`config.mk`:
```
export PLATFORM = sky130hd
export DESIGN_NAME = tdl_gate_drive
export DESIGN_NICKNAME = d
export VERILOG_FILES = /design/src/design/tdl_pkg.sv /design/src/design/tdl_sync.sv /design/src/design/tdl_timer.sv /design/src/design/tdl_gate_drive.sv
export SDC_FILE = /design/constraint.sdc
export NUM_CORES = 1
export LEC_CHECK = 0
export ABC_CLOCK_PERIOD_IN_PS = 3350
export BUFFER_PORTS_ARGS = -buffer_cell sky130_fd_sc_hd__buf_4
export CORE_UTILIZATION = 45
export CTS_BUF_LIST = sky130_fd_sc_hd__clkbuf_2 sky130_fd_sc_hd__clkbuf_4 sky130_fd_sc_hd__clkbuf_8
export CTS_CLUSTER_SIZE = 28
export DETAILED_ROUTE_END_ITERATION = 7
export PLACE_DENSITY = 0.7
export SYNTH_ARGS = -nofsm -noshare
export SYNTH_HDL_FRONTEND = slang
export SYNTH_SLANG_ARGS = --single-unit
```
`constraint.sdc`:
```
create_clock -name I_CLK -period 3.35 [get_ports I_CLK]
set_clock_uncertainty 0.1 [all_clocks]
set_input_delay 0.335 -clock I_CLK [delete_from_list [all_inputs] [get_ports I_CLK]]
set_output_delay 0.335 -clock I_CLK [all_outputs]
set_load 0.005 [all_outputs]
```
`src/design/tdl_pkg.sv`:
```
package tdl_pkg;

	// ----------------------------------------------------------------
	// Timing
	// ----------------------------------------------------------------
	localparam int CLK_PERIOD_NS              = 25;
	localparam int HIGH_TURN_ON_DELAY_NS      = 25;
	localparam int LOW_TURN_ON_DELAY_NS       = 12;
	localparam int ZERO_CURRENT_BLANK_TIME_NS = 250;
	localparam int DEBOUNCE_NS                = 80;
	localparam int CAL_TIME_NS                = 25000;
	localparam int TMR_W                      = 16;

	// Least times round up, never below one cycle
	function automatic int tdl_cycles(input int ns);
		int r;
		r = (ns + CLK_PERIOD_NS - 1) / CLK_PERIOD_NS;
		return (r < 1) ? 1 : r;
	endfunction

	localparam int HIGH_DLY_CYC = tdl_cycles(HIGH_TURN_ON_DELAY_NS);
	localparam int LOW_DLY_CYC  = tdl_cycles(LOW_TURN_ON_DELAY_NS);
	localparam int BLANK_CYC    = tdl_cycles(ZERO_CURRENT_BLANK_TIME_NS)
	                            + tdl_cycles(DEBOUNCE_NS);
	localparam int CAL_CYC      = tdl_cycles(CAL_TIME_NS);

	// ----------------------------------------------------------------
	// Register map
	// ----------------------------------------------------------------
	localparam int          AXI_ADDR_W      = 8;
	localparam logic [7:0]  REG_CTRL_ADDR   = 8'h00;
	localparam logic [7:0]  REG_STATUS_ADDR = 8'h04;
	localparam int          CTRL_ENABLE_BIT = 0;
	localparam int          CTRL_CAL_BIT    = 1;
	localparam logic        CTRL_ENABLE_RST = 1'b1;
	localparam logic [1:0]  RESP_OKAY       = 2'h0;
	localparam logic [1:0]  RESP_SLVERR     = 2'h2;

	// ----------------------------------------------------------------
	// Types
	// ----------------------------------------------------------------
	typedef enum logic [1:0] {
		LVL_LOW  = 2'h0,
		LVL_MID  = 2'h1,
		LVL_HIGH = 2'h2,
		LVL_OPEN = 2'h3
	} tdl_level_type;

	// Gray along the continuous loop and along the zero-current path
	typedef enum logic [3:0] {
		ST_OFF      = 4'h0,
		ST_LS_WAIT  = 4'h1,
		ST_LS_DELAY = 4'h3,
		ST_LS_ON    = 4'h2,
		ST_HS_WAIT  = 4'h6,
		ST_HS_DELAY = 4'h7,
		ST_HS_ON    = 4'h5,
		ST_ZC_BLANK = 4'hB,
		ST_ZC_MON   = 4'hA,
		ST_ZC_DONE  = 4'h8
	} tdl_state_type;

	typedef struct packed {
		logic supply_lockout;
		logic low_switch_off;
		logic high_switch_off;
		logic zero_current_check;
		logic warn_temp_limit;
		logic warn_cooled;
		logic shutdown_temp_limit;
		logic shutdown_cooled;
	} tdl_qual_type;

	typedef struct packed {
		logic [3:0] state;
		logic       thermal_pin;
		logic       cal_busy;
		logic       shutdown;
		logic       warn;
		logic       zc_mode;
		logic       enabled;
		logic       low_gate;
		logic       high_gate;
	} tdl_status_type;

endpackage

```
`src/design/tdl_sync.sv`:
```
`timescale 1ns/1ps
module tdl_sync
	import tdl_pkg::*;
#(
	parameter int W = 1
) (
	// Clock and reset
	input  wire logic         i_clk,
	input  wire logic         i_rst,
	// Data
	input  wire logic [W-1:0] i_d,
	output logic      [W-1:0] o_q
);

	logic [W-1:0] meta_r;
	logic [W-1:0] sync_r;

	// First stage feeds only the second stage
	always_ff @(posedge i_clk) begin
		if (i_rst) begin
			meta_r <= '0;
			sync_r <= '0;
		end else begin
			meta_r <= i_d;
			sync_r <= meta_r;
		end
	end

	assign o_q = sync_r;

endmodule // tdl_sync

```
`src/design/tdl_timer.sv`:
```
`timescale 1ns/1ps
module tdl_timer
	import tdl_pkg::*;
(
	// Clock and reset
	input  wire logic             i_clk,
	input  wire logic             i_rst,
	// Control
	input  wire logic             i_load,
	input  wire logic [TMR_W-1:0] i_count,
	// Status
	output logic                  o_busy,
	output logic                  o_done
);

	logic [TMR_W-1:0] cnt_r;
	logic             armed_r;

	// Reload always wins so a restart never sees a stale expiry
	always_ff @(posedge i_clk) begin
		if (i_rst) begin
			cnt_r   <= '0;
			armed_r <= 1'b0;
		end else if (i_load) begin
			cnt_r   <= i_count;
			armed_r <= 1'b1;
		end else if (cnt_r != '0) begin
			cnt_r   <= cnt_r - TMR_W'(1);
		end
	end

	assign o_busy = (cnt_r != '0);
	assign o_done = armed_r && (cnt_r == '0);

endmodule // tdl_timer

```
`src/design/tdl_gate_drive.sv`:
```
// Chosen here: the placing of the registers and the AXI4-Lite slave port.
`timescale 1ns/1ps
module tdl_gate_drive
	import tdl_pkg::*;
#(
	parameter int HIGH_CYC  = HIGH_DLY_CYC,
	parameter int LOW_CYC   = LOW_DLY_CYC,
	parameter int ZC_CYC    = BLANK_CYC,
	parameter int CALIB_CYC = CAL_CYC
) (
	// Clock and reset
	input  wire logic                  I_CLK,
	input  wire logic                  I_RST,
	// Power stage pins and qualifiers
	input  wire logic [1:0]            I_PWM_LEVEL,
	input  wire logic [1:0]            I_SKIP_LEVEL_N,
	input  wire logic                  I_DRIVE_ENABLE_N,
	input  wire tdl_qual_type          I_QUAL,
	input  wire logic                  I_THERMAL_WARN_N,
	// Gate commands and warning pin
	output logic                       O_HIGH_GATE,
	output logic                       O_LOW_GATE,
	output logic                       O_THERMAL_WARN_N,
	output logic                       O_THERMAL_WARN_N_OE_N,
	// AXI4-Lite write
	input  wire logic [AXI_ADDR_W-1:0] I_AWADDR,
	input  wire logic                  I_AWVALID,
	output logic                       O_AWREADY,
	input  wire logic [31:0]           I_WDATA,
	input  wire logic [3:0]            I_WSTRB,
	input  wire logic                  I_WVALID,
	output logic                       O_WREADY,
	output logic [1:0]                 O_BRESP,
	output logic                       O_BVALID,
	input  wire logic                  I_BREADY,
	// AXI4-Lite read
	input  wire logic [AXI_ADDR_W-1:0] I_ARADDR,
	input  wire logic                  I_ARVALID,
	output logic                       O_ARREADY,
	output logic [31:0]                O_RDATA,
	output logic [1:0]                 O_RRESP,
	output logic                       O_RVALID,
	input  wire logic                  I_RREADY
);

	// ----------------------------------------------------------------
	// Pin synchronisers
	// ----------------------------------------------------------------
	localparam int QW    = $bits(tdl_qual_type);
	localparam int PIN_W = 2 + 2 + 1 + 1 + QW;

	logic [PIN_W-1:0] pins_s;
	logic [1:0]       pwm_s;
	logic [1:0]       skip_s;
	logic             en_s;
	logic             therm_pin_s;
	tdl_qual_type     q_s;

	tdl_sync #(.W(PIN_W)) u_sync (
		.i_clk (I_CLK),
		.i_rst (I_RST),
		.i_d   ({I_PWM_LEVEL, I_SKIP_LEVEL_N, I_DRIVE_ENABLE_N, I_THERMAL_WARN_N, I_QUAL}),
		.o_q   (pins_s)
	);

	assign {pwm_s, skip_s, en_s, therm_pin_s, q_s} = pins_s;

	// ----------------------------------------------------------------
	// Input decoding
	// ----------------------------------------------------------------
	// Pull-up on skip
	function automatic tdl_level_type skip_decode(input logic [1:0] code);
		tdl_level_type l;
		l = tdl_level_type'(code);
		return (l == LVL_LOW) ? LVL_LOW : LVL_HIGH;
	endfunction

	tdl_level_type pwm_lvl_r;
	tdl_level_type pwm_lvl_nxt;
	tdl_level_type skip_eff;
	logic          skip_is_mid;
	logic          zc_mode;

	assign skip_eff    = skip_decode(skip_s);
	assign skip_is_mid = (tdl_level_type'(skip_s) == LVL_MID);
	assign zc_mode     = (skip_eff == LVL_HIGH);

	assign pwm_lvl_nxt = (tdl_level_type'(pwm_s) != LVL_OPEN) ? tdl_level_type'(pwm_s) :
	                     skip_is_mid ? LVL_MID : pwm_lvl_r;

	logic want_hs;
	logic want_ls;
	logic want_zc;
	logic want_off;

	assign want_hs  = (pwm_lvl_r == LVL_HIGH);
	assign want_ls  = (pwm_lvl_r == LVL_LOW);
	assign want_zc  = (pwm_lvl_r == LVL_MID) && zc_mode;
	assign want_off = (pwm_lvl_r == LVL_MID) && !zc_mode;

	// ----------------------------------------------------------------
	// Enable, calibration and thermal state
	// ----------------------------------------------------------------
	logic ctrl_en_r;
	logic cal_req;
	logic en_prev_r;
	logic en_rise;
	logic cal_busy;
	logic warn_r;
	logic shut_r;
	logic enabled;

	assign en_rise = en_s && !en_prev_r;

	tdl_timer u_cal (
		.i_clk   (I_CLK),
		.i_rst   (I_RST),
		.i_load  (en_rise || cal_req),
		.i_count (TMR_W'(CALIB_CYC)),
		.o_busy  (cal_busy),
		.o_done  ()
	);

	// Gates stay off while calibrating: the threshold is not yet trusted
	// Pull-down reads as disabled
	assign enabled = !q_s.supply_lockout && en_s && !shut_r && ctrl_en_r && !cal_busy;

	always_ff @(posedge I_CLK) begin
		if (I_RST) begin
			en_prev_r <= 1'b0;
			warn_r    <= 1'b0;
			shut_r    <= 1'b0;
			pwm_lvl_r <= LVL_MID;
		end else begin
			en_prev_r <= en_s;
			pwm_lvl_r <= pwm_lvl_nxt;
			warn_r    <= q_s.warn_temp_limit || (warn_r && !q_s.warn_cooled);
			shut_r    <= q_s.shutdown_temp_limit || (shut_r && !q_s.shutdown_cooled);
		end
	end

	assign O_THERMAL_WARN_N      = 1'b0;
	assign O_THERMAL_WARN_N_OE_N = !warn_r;

	// ----------------------------------------------------------------
	// Gate sequencer
	// ----------------------------------------------------------------
	tdl_state_type    state_r;
	tdl_state_type    state_nxt;
	logic             tmr_done;
	logic             tmr_load;
	logic [TMR_W-1:0] tmr_val;
	logic             high_gate_r;
	logic             low_gate_r;

	always_comb begin
		state_nxt = state_r;
		case (state_r)
			ST_OFF: begin
				if (want_hs)
					state_nxt = ST_HS_WAIT;
				else if (want_ls || want_zc)
					state_nxt = ST_LS_WAIT;
			end
			ST_HS_WAIT: begin
				if (!want_hs)
					state_nxt = ST_OFF;
				else if (q_s.low_switch_off)
					state_nxt = ST_HS_DELAY;
			end
			ST_HS_DELAY: begin
				if (!want_hs)
					state_nxt = ST_OFF;
				else if (tmr_done)
					state_nxt = ST_HS_ON;
			end
			ST_HS_ON: begin
				if (want_off)
					state_nxt = ST_OFF;
				else if (!want_hs)
					state_nxt = ST_LS_WAIT;
			end
			ST_LS_WAIT: begin
				if (want_hs)
					state_nxt = ST_HS_WAIT;
				else if (want_off)
					state_nxt = ST_OFF;
				else if (q_s.high_switch_off)
					state_nxt = ST_LS_DELAY;
			end
			ST_LS_DELAY: begin
				if (want_hs)
					state_nxt = ST_HS_WAIT;
				else if (want_off)
					state_nxt = ST_OFF;
				else if (tmr_done)
					state_nxt = want_ls ? ST_LS_ON : ST_ZC_BLANK;
			end
			ST_LS_ON: begin
				if (want_hs)
					state_nxt = ST_HS_WAIT;
				else if (want_off)
					state_nxt = ST_OFF;
				else if (want_zc)
					state_nxt = ST_ZC_BLANK;
			end
			ST_ZC_BLANK: begin
				if (want_hs)
					state_nxt = ST_HS_WAIT;
				else if (want_off)
					state_nxt = ST_OFF;
				else if (want_ls)
					state_nxt = ST_LS_ON;
				else if (tmr_done)
					state_nxt = ST_ZC_MON;
			end
			ST_ZC_MON: begin
				if (want_hs)
					state_nxt = ST_HS_WAIT;
				else if (want_off)
					state_nxt = ST_OFF;
				else if (want_ls)
					state_nxt = ST_LS_ON;
				else if (q_s.zero_current_check)
					state_nxt = ST_ZC_DONE;
			end
			ST_ZC_DONE: begin
				if (want_hs)
					state_nxt = ST_HS_WAIT;
				else if (want_ls)
					state_nxt = ST_LS_WAIT;
				else if (want_off)
					state_nxt = ST_OFF;
			end
			default: state_nxt = ST_OFF;
		endcase
		if (!enabled)
			state_nxt = ST_OFF;
	end

	assign tmr_load = (state_nxt != state_r) && ((state_nxt == ST_HS_DELAY) ||
	                  (state_nxt == ST_LS_DELAY) || (state_nxt == ST_ZC_BLANK));
	assign tmr_val  = (state_nxt == ST_HS_DELAY) ? TMR_W'(HIGH_CYC) :
	                  (state_nxt == ST_LS_DELAY) ? TMR_W'(LOW_CYC) : TMR_W'(ZC_CYC);

	tdl_timer u_dly (
		.i_clk   (I_CLK),
		.i_rst   (I_RST),
		.i_load  (tmr_load),
		.i_count (tmr_val),
		.o_busy  (),
		.o_done  (tmr_done)
	);

	always_ff @(posedge I_CLK) begin
		if (I_RST) begin
			state_r     <= ST_OFF;
			high_gate_r <= 1'b0;
			low_gate_r  <= 1'b0;
		end else begin
			state_r     <= state_nxt;
			high_gate_r <= (state_nxt == ST_HS_ON);
			low_gate_r  <= (state_nxt == ST_LS_ON) || (state_nxt == ST_ZC_BLANK) ||
			               (state_nxt == ST_ZC_MON);
		end
	end

	assign O_HIGH_GATE = high_gate_r;
	assign O_LOW_GATE  = low_gate_r;

	// ----------------------------------------------------------------
	// AXI4-Lite slave
	// ----------------------------------------------------------------
	logic                  aw_got_r;
	logic                  w_got_r;
	logic [AXI_ADDR_W-1:0] awaddr_r;
	logic [31:0]           wdata_r;
	logic [3:0]            wstrb_r;
	logic                  bvalid_r;
	logic [1:0]            bresp_r;
	logic                  rvalid_r;
	logic [31:0]           rdata_r;
	logic [1:0]            rresp_r;
	logic                  aw_hs;
	logic                  w_hs;
	logic                  do_write;
	logic                  wr_ctrl;
	logic                  rd_ctrl;
	logic                  rd_stat;
	tdl_status_type        status;

	assign O_AWREADY = !aw_got_r && !bvalid_r;
	assign O_WREADY  = !w_got_r && !bvalid_r;
	assign O_ARREADY = !rvalid_r;
	assign aw_hs     = I_AWVALID && O_AWREADY;
	assign w_hs      = I_WVALID && O_WREADY;
	assign do_write  = aw_got_r && w_got_r;
	assign wr_ctrl   = do_write && (awaddr_r == REG_CTRL_ADDR);
	assign cal_req   = wr_ctrl && wstrb_r[0] && wdata_r[CTRL_CAL_BIT];
	assign rd_ctrl   = (I_ARADDR == REG_CTRL_ADDR);
	assign rd_stat   = (I_ARADDR == REG_STATUS_ADDR);

	assign status = '{state: state_r, thermal_pin: therm_pin_s, cal_busy: cal_busy,
	                  shutdown: shut_r, warn: warn_r, zc_mode: zc_mode, enabled: enabled,
	                  low_gate: low_gate_r, high_gate: high_gate_r};

	always_ff @(posedge I_CLK) begin
		if (I_RST) begin
			aw_got_r  <= 1'b0;
			w_got_r   <= 1'b0;
			awaddr_r  <= '0;
			wdata_r   <= '0;
			wstrb_r   <= '0;
			bvalid_r  <= 1'b0;
			bresp_r   <= RESP_OKAY;
			ctrl_en_r <= CTRL_ENABLE_RST;
		end else begin
			if (aw_hs) begin
				aw_got_r <= 1'b1;
				awaddr_r <= I_AWADDR;
			end
			if (w_hs) begin
				w_got_r <= 1'b1;
				wdata_r <= I_WDATA;
				wstrb_r <= I_WSTRB;
			end
			if (do_write) begin
				aw_got_r <= 1'b0;
				w_got_r  <= 1'b0;
				bvalid_r <= 1'b1;
				bresp_r  <= (wr_ctrl || awaddr_r == REG_STATUS_ADDR) ? RESP_OKAY : RESP_SLVERR;
			end else if (bvalid_r && I_BREADY) begin
				bvalid_r <= 1'b0;
			end
			if (wr_ctrl && wstrb_r[0])
				ctrl_en_r <= wdata_r[CTRL_ENABLE_BIT];
		end
	end

	always_ff @(posedge I_CLK) begin
		if (I_RST) begin
			rvalid_r <= 1'b0;
			rdata_r  <= '0;
			rresp_r  <= RESP_OKAY;
		end else if (I_ARVALID && O_ARREADY) begin
			rvalid_r <= 1'b1;
			rdata_r  <= rd_ctrl ? 32'(ctrl_en_r) : rd_stat ? 32'(status) : 32'h0000_0000;
			rresp_r  <= (rd_ctrl || rd_stat) ? RESP_OKAY : RESP_SLVERR;
		end else if (rvalid_r && I_RREADY) begin
			rvalid_r <= 1'b0;
		end
	end

	assign O_BVALID = bvalid_r;
	assign O_BRESP  = bresp_r;
	assign O_RVALID = rvalid_r;
	assign O_RDATA  = rdata_r;
	assign O_RRESP  = rresp_r;
endmodule // tdl_gate_drive

```
## Word-level counts from Yosys, hierarchy flattened

Cells that the tools add are included.
Widths: inputs -> output; s select.

| word-level totals | value |
|---|---|
| bits in registers | 124 |
| output and inout port bits | 45 |
| word-level logic and storage cells | 156 |
| input bits | 73 |

| operators by class | value |
|---|---|
| add/sub/neg operators | 2 |
| eq/ne operators | 23 |
| reduce and logical (&&, ||, !) cells | 59 |
| multiplexer cells | 48 |

Operators with widths:

| cell | count |
|---|---|
| $mux 4 | 32 |
| $pmux 4 s10 | 1 |
| $mux 16 | 2 |
| $reduce_bool 16->1 | 2 |
| $sub 16x1->16 const B | 2 |
| $mux 12 | 2 |
| $logic_and 1x1->1 | 22 |
| $eq 4x3->1 const B | 5 |
| $eq 4x4->1 const B | 5 |
| $mux 10 | 2 |
| $eq 4x2->1 const B | 4 |
| $eq 8x3->1 const B | 2 |
| $logic_not 16->1 | 1 |
| $logic_not 8->1 | 2 |
| $logic_not 1->1 | 12 |
| $logic_or 1x1->1 | 10 |
| $mux 2 | 5 |
| $reduce_bool 2->1 | 5 |
| $eq 2x1->1 const B | 2 |
| $eq 2x2->1 const B | 2 |
| $eq 4x1->1 const B | 1 |
| $logic_not 2->1 | 2 |
| $logic_not 4->1 | 1 |
| $mux 1 | 4 |
| 3 further kinds | 4 |

## Longest topological paths before layout

| depth | value |
|---|---|
| depth after elaboration | 15 |
| mapped depth | 10 |
| mapped depth without buffers | 8 |

## By module

A second synthesis with hierarchy kept.

| second synthesis, totals | value |
|---|---|
| cell total of the unflattened synthesis | 546 |
| area total of the unflattened synthesis | 4694.5 um^2 |

By module, submodules not included:

| module | cells each | seq. area each (um^2) | area each (um^2) | times used |
|---|---|---|---|---|
| tdl_gate_drive | 252 | 820.8 | 2014.4 | 1 |
| tdl_timer | 118 | 340.3 | 950.9 | 2 |
| tdl_sync | 58 | 560.5 | 778.2 | 1 |

## Worst setup path before layout

Ideal clock, no wire load.

| timing | value |
|---|---|
| kind | flip-flop to flip-flop |
| from | register u_cal.cnt_r[0] |
| to | register u_dly.cnt_r[0] |
| setup slack | 1.022 ns |
| arrival time | 2.107 ns |
| period minus slack after synthesis | 2.328 ns |
| library setup time | 0.121 ns |
| path buffers | 0 |
| stages on the path, launching flop included | 9 |
| data required time | 3.129 ns |
| path through | dfxtp_1 inv_1 ha_1 nor2b_1 nand2_1 or3_4 a31o_4 a211oi_4 mux2_4 |

| on the way | value |
|---|---|
| word-level cells in the longest chain between the ends | 9 |
| elaborated cells between the ends (all ways) | 15 |
| those cells by class | eq/ne: 4; mux: 4; reduce/logical: 7 |

RTL lines:

| element | RTL line | RTL |
|---|---|---|
| start, declared | tdl_timer.sv:16 | `logic [TMR_W-1:0] cnt_r;` |
| start signal, assigned | tdl_timer.sv:25 | `cnt_r <= i_count;` |
| start signal, assigned | tdl_timer.sv:28 | `cnt_r <= cnt_r - TMR_W'(1);` |
| $reduce_bool 16->1 * | tdl_timer.sv:32 | `assign o_busy = (cnt_r != '0);` |
| $logic_not 1->1 * | tdl_gate_drive.sv:126 | `assign enabled = !q_s.supply_lockout && en_s && !shut_r && ctrl_en_r && !cal_busy;` |
| $logic_and 1x1->1 * | tdl_gate_drive.sv:126 |  |
| $mux 4 * | tdl_gate_drive.sv:237 | `if (!enabled)` |
| $eq 4x3->1 / $eq 4x2->1 (equally long branches) | n/a |  |
| $logic_or 1x1->1 | tdl_gate_drive.sv:241 | `assign tmr_load = (state_nxt != state_r) && ((state_nxt == ST_HS_DELAY) \|\|` |
| $logic_or 1x1->1 | tdl_gate_drive.sv:242 | `(state_nxt == ST_LS_DELAY) \|\| (state_nxt == ST_ZC_BLANK));` |
| $logic_and 1x1->1 | tdl_gate_drive.sv:241 |  |
| $mux 16 / $reduce_bool 2->1 (equally long branches) | n/a |  |
| end signal, assigned | tdl_timer.sv:25 |  |
| end signal, assigned | tdl_timer.sv:28 |  |
| end, declared | tdl_timer.sv:16 |  |

Mark *: on every way between the ends. The rest lies on a longest branch, timed or not.
A chain may end at the register's enable or synchronous reset.

## Worst setup path after layout

Ends and elaborated chain as after synthesis.

==> metrics <==
Main synth FF type=dfxtp_1; Post-synth top cells=dfxtp_1 (102), nor2_1 (48), nand2_1 (42); diode count=0; Slew HR=between 50% and 60%; flop2flop setup slack=approximately 0.78 ns; library cells used by synthesis=64; CTS tree=yes; top-count cell post-synth=dfxtp_1; worst reg2reg path endpoint=u_dly.cnt_r[0]; hold path depth=2; number of synthesized flops with an enable pin=0; Leak=a little over 2 nW; Max rail drop VDD=0.000308 V; status=finished clean; GRT overflow=0; fraction of registers with async set/reset=0%; initial antenna violation count=0; WP data arrival=~2.7 ns; Final Setup Violations=0; Core Area=a little under 10000 sq um; Seq/Total Area, Yosys=approximately 46%; Starting Density=a little under half; Tightest Pin Transition=about 0.66 ns; FMAX=~390 MHz; clock root buffer=clkbuf_8; FF-to-FF Start=u_cal.cnt_r[0]; IO Port Bufs=between 60 and 70; synth warn=0; Crit. Startpoint=u_cal.cnt_r[0]; post-synthesis instance total=between 400 and 500; hold crit path type=input pin to flop; post_cts resized=0; Detail Route Antenna Nets=0; fin. max-slew vios=0; cts bufs inserted=9; R2R depth=8; Synth area leader=dfxtp_1; Setup WS pre-CTS=around 0.80 ns; Setup TNS Final=0 ns; Initial DRC Count=between 90 and 100; layout cells sized above 1=between 10% and 20%; DRC=0; largest net degree at the start of global routing=54; Die X=102 um; synth top area cells=dfxtp_1 (46%), nor2b_1 (5.2%), buf_4 (4.2%); Total GRT Usage=roughly 17%; Tmin final=about 2.6 ns; Final Cycle Share=76.6%; Via density=between 5 and 6; CTS H-tree depth=3; final hold vios=0; Critical Path Sink Type=flop; via count=around 3.4k; Cell Area, Synth=about 4500 sq um; P&R area growth vs syn=15.2%; setup ws final=roughly 0.8 ns; DP HPWL=between 5000 and 6000 um; Clk pin slew, worst setup/hold paths=roughly 0.10 ns; area share of the largest cell type after synthesis=between 40% and 50%; Critical Path RT=3.51 ns; hold endpoint=O_RVALID; worst-skew pair later-pin latency=between 0.3 and 0.4 ns; CTS Sinks=102; # hold bufs at CTS=0; DR pass1 iterations=5; max-capacitance violation count=0; Chip Height=102 um; synthesized flop and latch total=about 100; Mapped Avg Cell Area=9.03 sq um; Critical Path Source Type=flop; FP Rows=36; CTS max path bufs=2; PwrDens=~690 nW/um^2; GP Congestion=approximately 0.83; Post-Route WL=between 8000 and 9000 um; first-pass GRT wire length=13900 um; Hold Path Origin=I_RREADY; fin nets=slightly above 600; IO Count=roughly 120; die area=roughly 10000 sq um; wire length per cell=around 12 um; Setup CP Type=flop to flop; RSZ-0062 raised after global routing=no; postcts setup bufs=0; Worst Path Max Fanout=6; vias in the first global route=3139
-- sequential cells by signal, indices dropped and copies added (netlist names), 2 cells and up --
name           count
wdata_r            2
u_cal.cnt_r       16
u_sync.meta_r     14
O_RDATA           12
state_r            4
awaddr_r           8
u_sync.o_q        14
pwm_lvl_r          2
u_dly.cnt_r       16
-- layer usage --
| layer | share of wire [%] | vias to the layer above | wire (um) | GRT usage [%] |
|---|---|---|---|---|
| met5 | 0 | - | 0 | 0 |
| met4 | 0.60 | 0 | 51 | 5.02 |
| met3 | 3.4 | 7 | 291 | 3.73 |
| met2 | 48 | 68 | 4110 | 28.6 |
| met1 | 48 | 1622 | 4040 | 21.4 |
| li1 | - | 1745 | - | - |
-- worst max path at each step --
| stage | end | slack (ns) | cells after the start |
|---|---|---|---|
| 2_1_floorplan | u_dly.cnt_r[0] | 1.02 | 8 |
| 3_3_place_gp | u_dly.cnt_r[0] | 0.86 | 8 |
| 3_5_place_dp | u_dly.cnt_r[0] | 0.80 | 8 |
| 4_1_cts | u_dly.cnt_r[0] | 0.78 | 6 |
| 5_1_grt | u_dly.cnt_r[0] | 0.59 | 6 |
| 6_report | u_dly.cnt_r[0] | 0.78 | 8 |
-- kinds of logic after synthesis --
| group | after synthesis | share of synthesized area [%] |
|---|---|---|
| other | 1 | 0.0839 |
| multiplexers | 10 | 2.38 |
| adder cells (fa/ha/maj) | 3 | 0.839 |
| buffers and inverters | 62 | 7.44 |
| AO/OA/AOI/OAI | 78 | 12.4 |
| XOR/XNOR | 24 | 4.70 |
| AND/OR/NAND/NOR | 215 | 26.5 |
| flip-flops | 102 | 45.7 |
-- critical path, stage by stage (launching register included) --
cell and delay (ns):
dfxtp_1 0.35, inv_1 0.07, ha_1 0.16, nor2b_1 0.20
nand2_1 0.19, or3_4 0.46, a31o_4 0.25, a211oi_4 0.36
mux2_4 0.33
-- per-stage QoR --
stage               total power, W  cells  hold slack [ns]  util [%]  area [sq um]
floorplan                  0.00253    517            0.304         -          4550
global placement           0.00271    668            0.314      51.0          4940
detailed placement         0.00277    668            0.322      51.0          4940
CTS                        0.00358    684           0.0260      53.2          5150
global route               0.00380    684           0.0187      53.2          5150
finish                     0.00355    684           0.0423      53.2          5150
-- final cells by class --
| cell class | instances | area, sq um |
|---|---|---|
| clock buffer | 9 | 124 |
| multi-input combinational | 353 | 2180 |
| clock inverter | 7 | 91.3 |
| sequential | 102 | 2040 |
| tap | 133 | 166 |
| fill | 902 | 4530 |
| inverter | 14 | 52.6 |
| timing repair buffer | 66 | 495 |
-- power breakdown --
| group | internal [W] | switching [W] | leakage [nW] |
|---|---|---|---|
| combinational | 0.000537 | 0.000636 | 1.12 |
| clock | 0.000311 | 0.000497 | 0.108 |
| sequential | 0.00140 | 0.000169 | 0.837 |
| total | 0.00225 | 0.00130 | 2.07 |
-- layout by cell type (no fill, tap or decap), types with 2 or more instances in the layout --
cell / Yosys / layout
a211o_1: 2 / 2
a211oi_1: 3 / 3
a211oi_4: 2 / 2
a21oi_1: 28 / 28
a22oi_1: 10 / 10
a31oi_1: 4 / 4
and2_1: 6 / 6
buf_4: 25 / 66
clkbuf_8: 0 / 9
clkinv_8: 0 / 2
conb_1: 1 / 23
dfxtp_1: 102 / 102
ha_1: 3 / 3
inv_1: 14 / 14
inv_8: 0 / 3
mux2i_1: 8 / 8
nand2_1: 42 / 42
nand2b_1: 11 / 11
nand3_1: 6 / 6
nand3b_1: 2 / 2
nor2_1: 48 / 48
nor2b_1: 37 / 37
nor3_1: 17 / 17
nor3_2: 10 / 10
nor4_1: 11 / 11
nor4b_1: 3 / 3
o211ai_1: 2 / 2
o21a_1: 2 / 2
o21ai_0: 7 / 7
o31ai_1: 3 / 3
or2_2: 3 / 3
or3_1: 4 / 4
or4_1: 3 / 3
xnor2_1: 13 / 13
xor2_1: 11 / 11
Power figures use the tool's default switching activity.
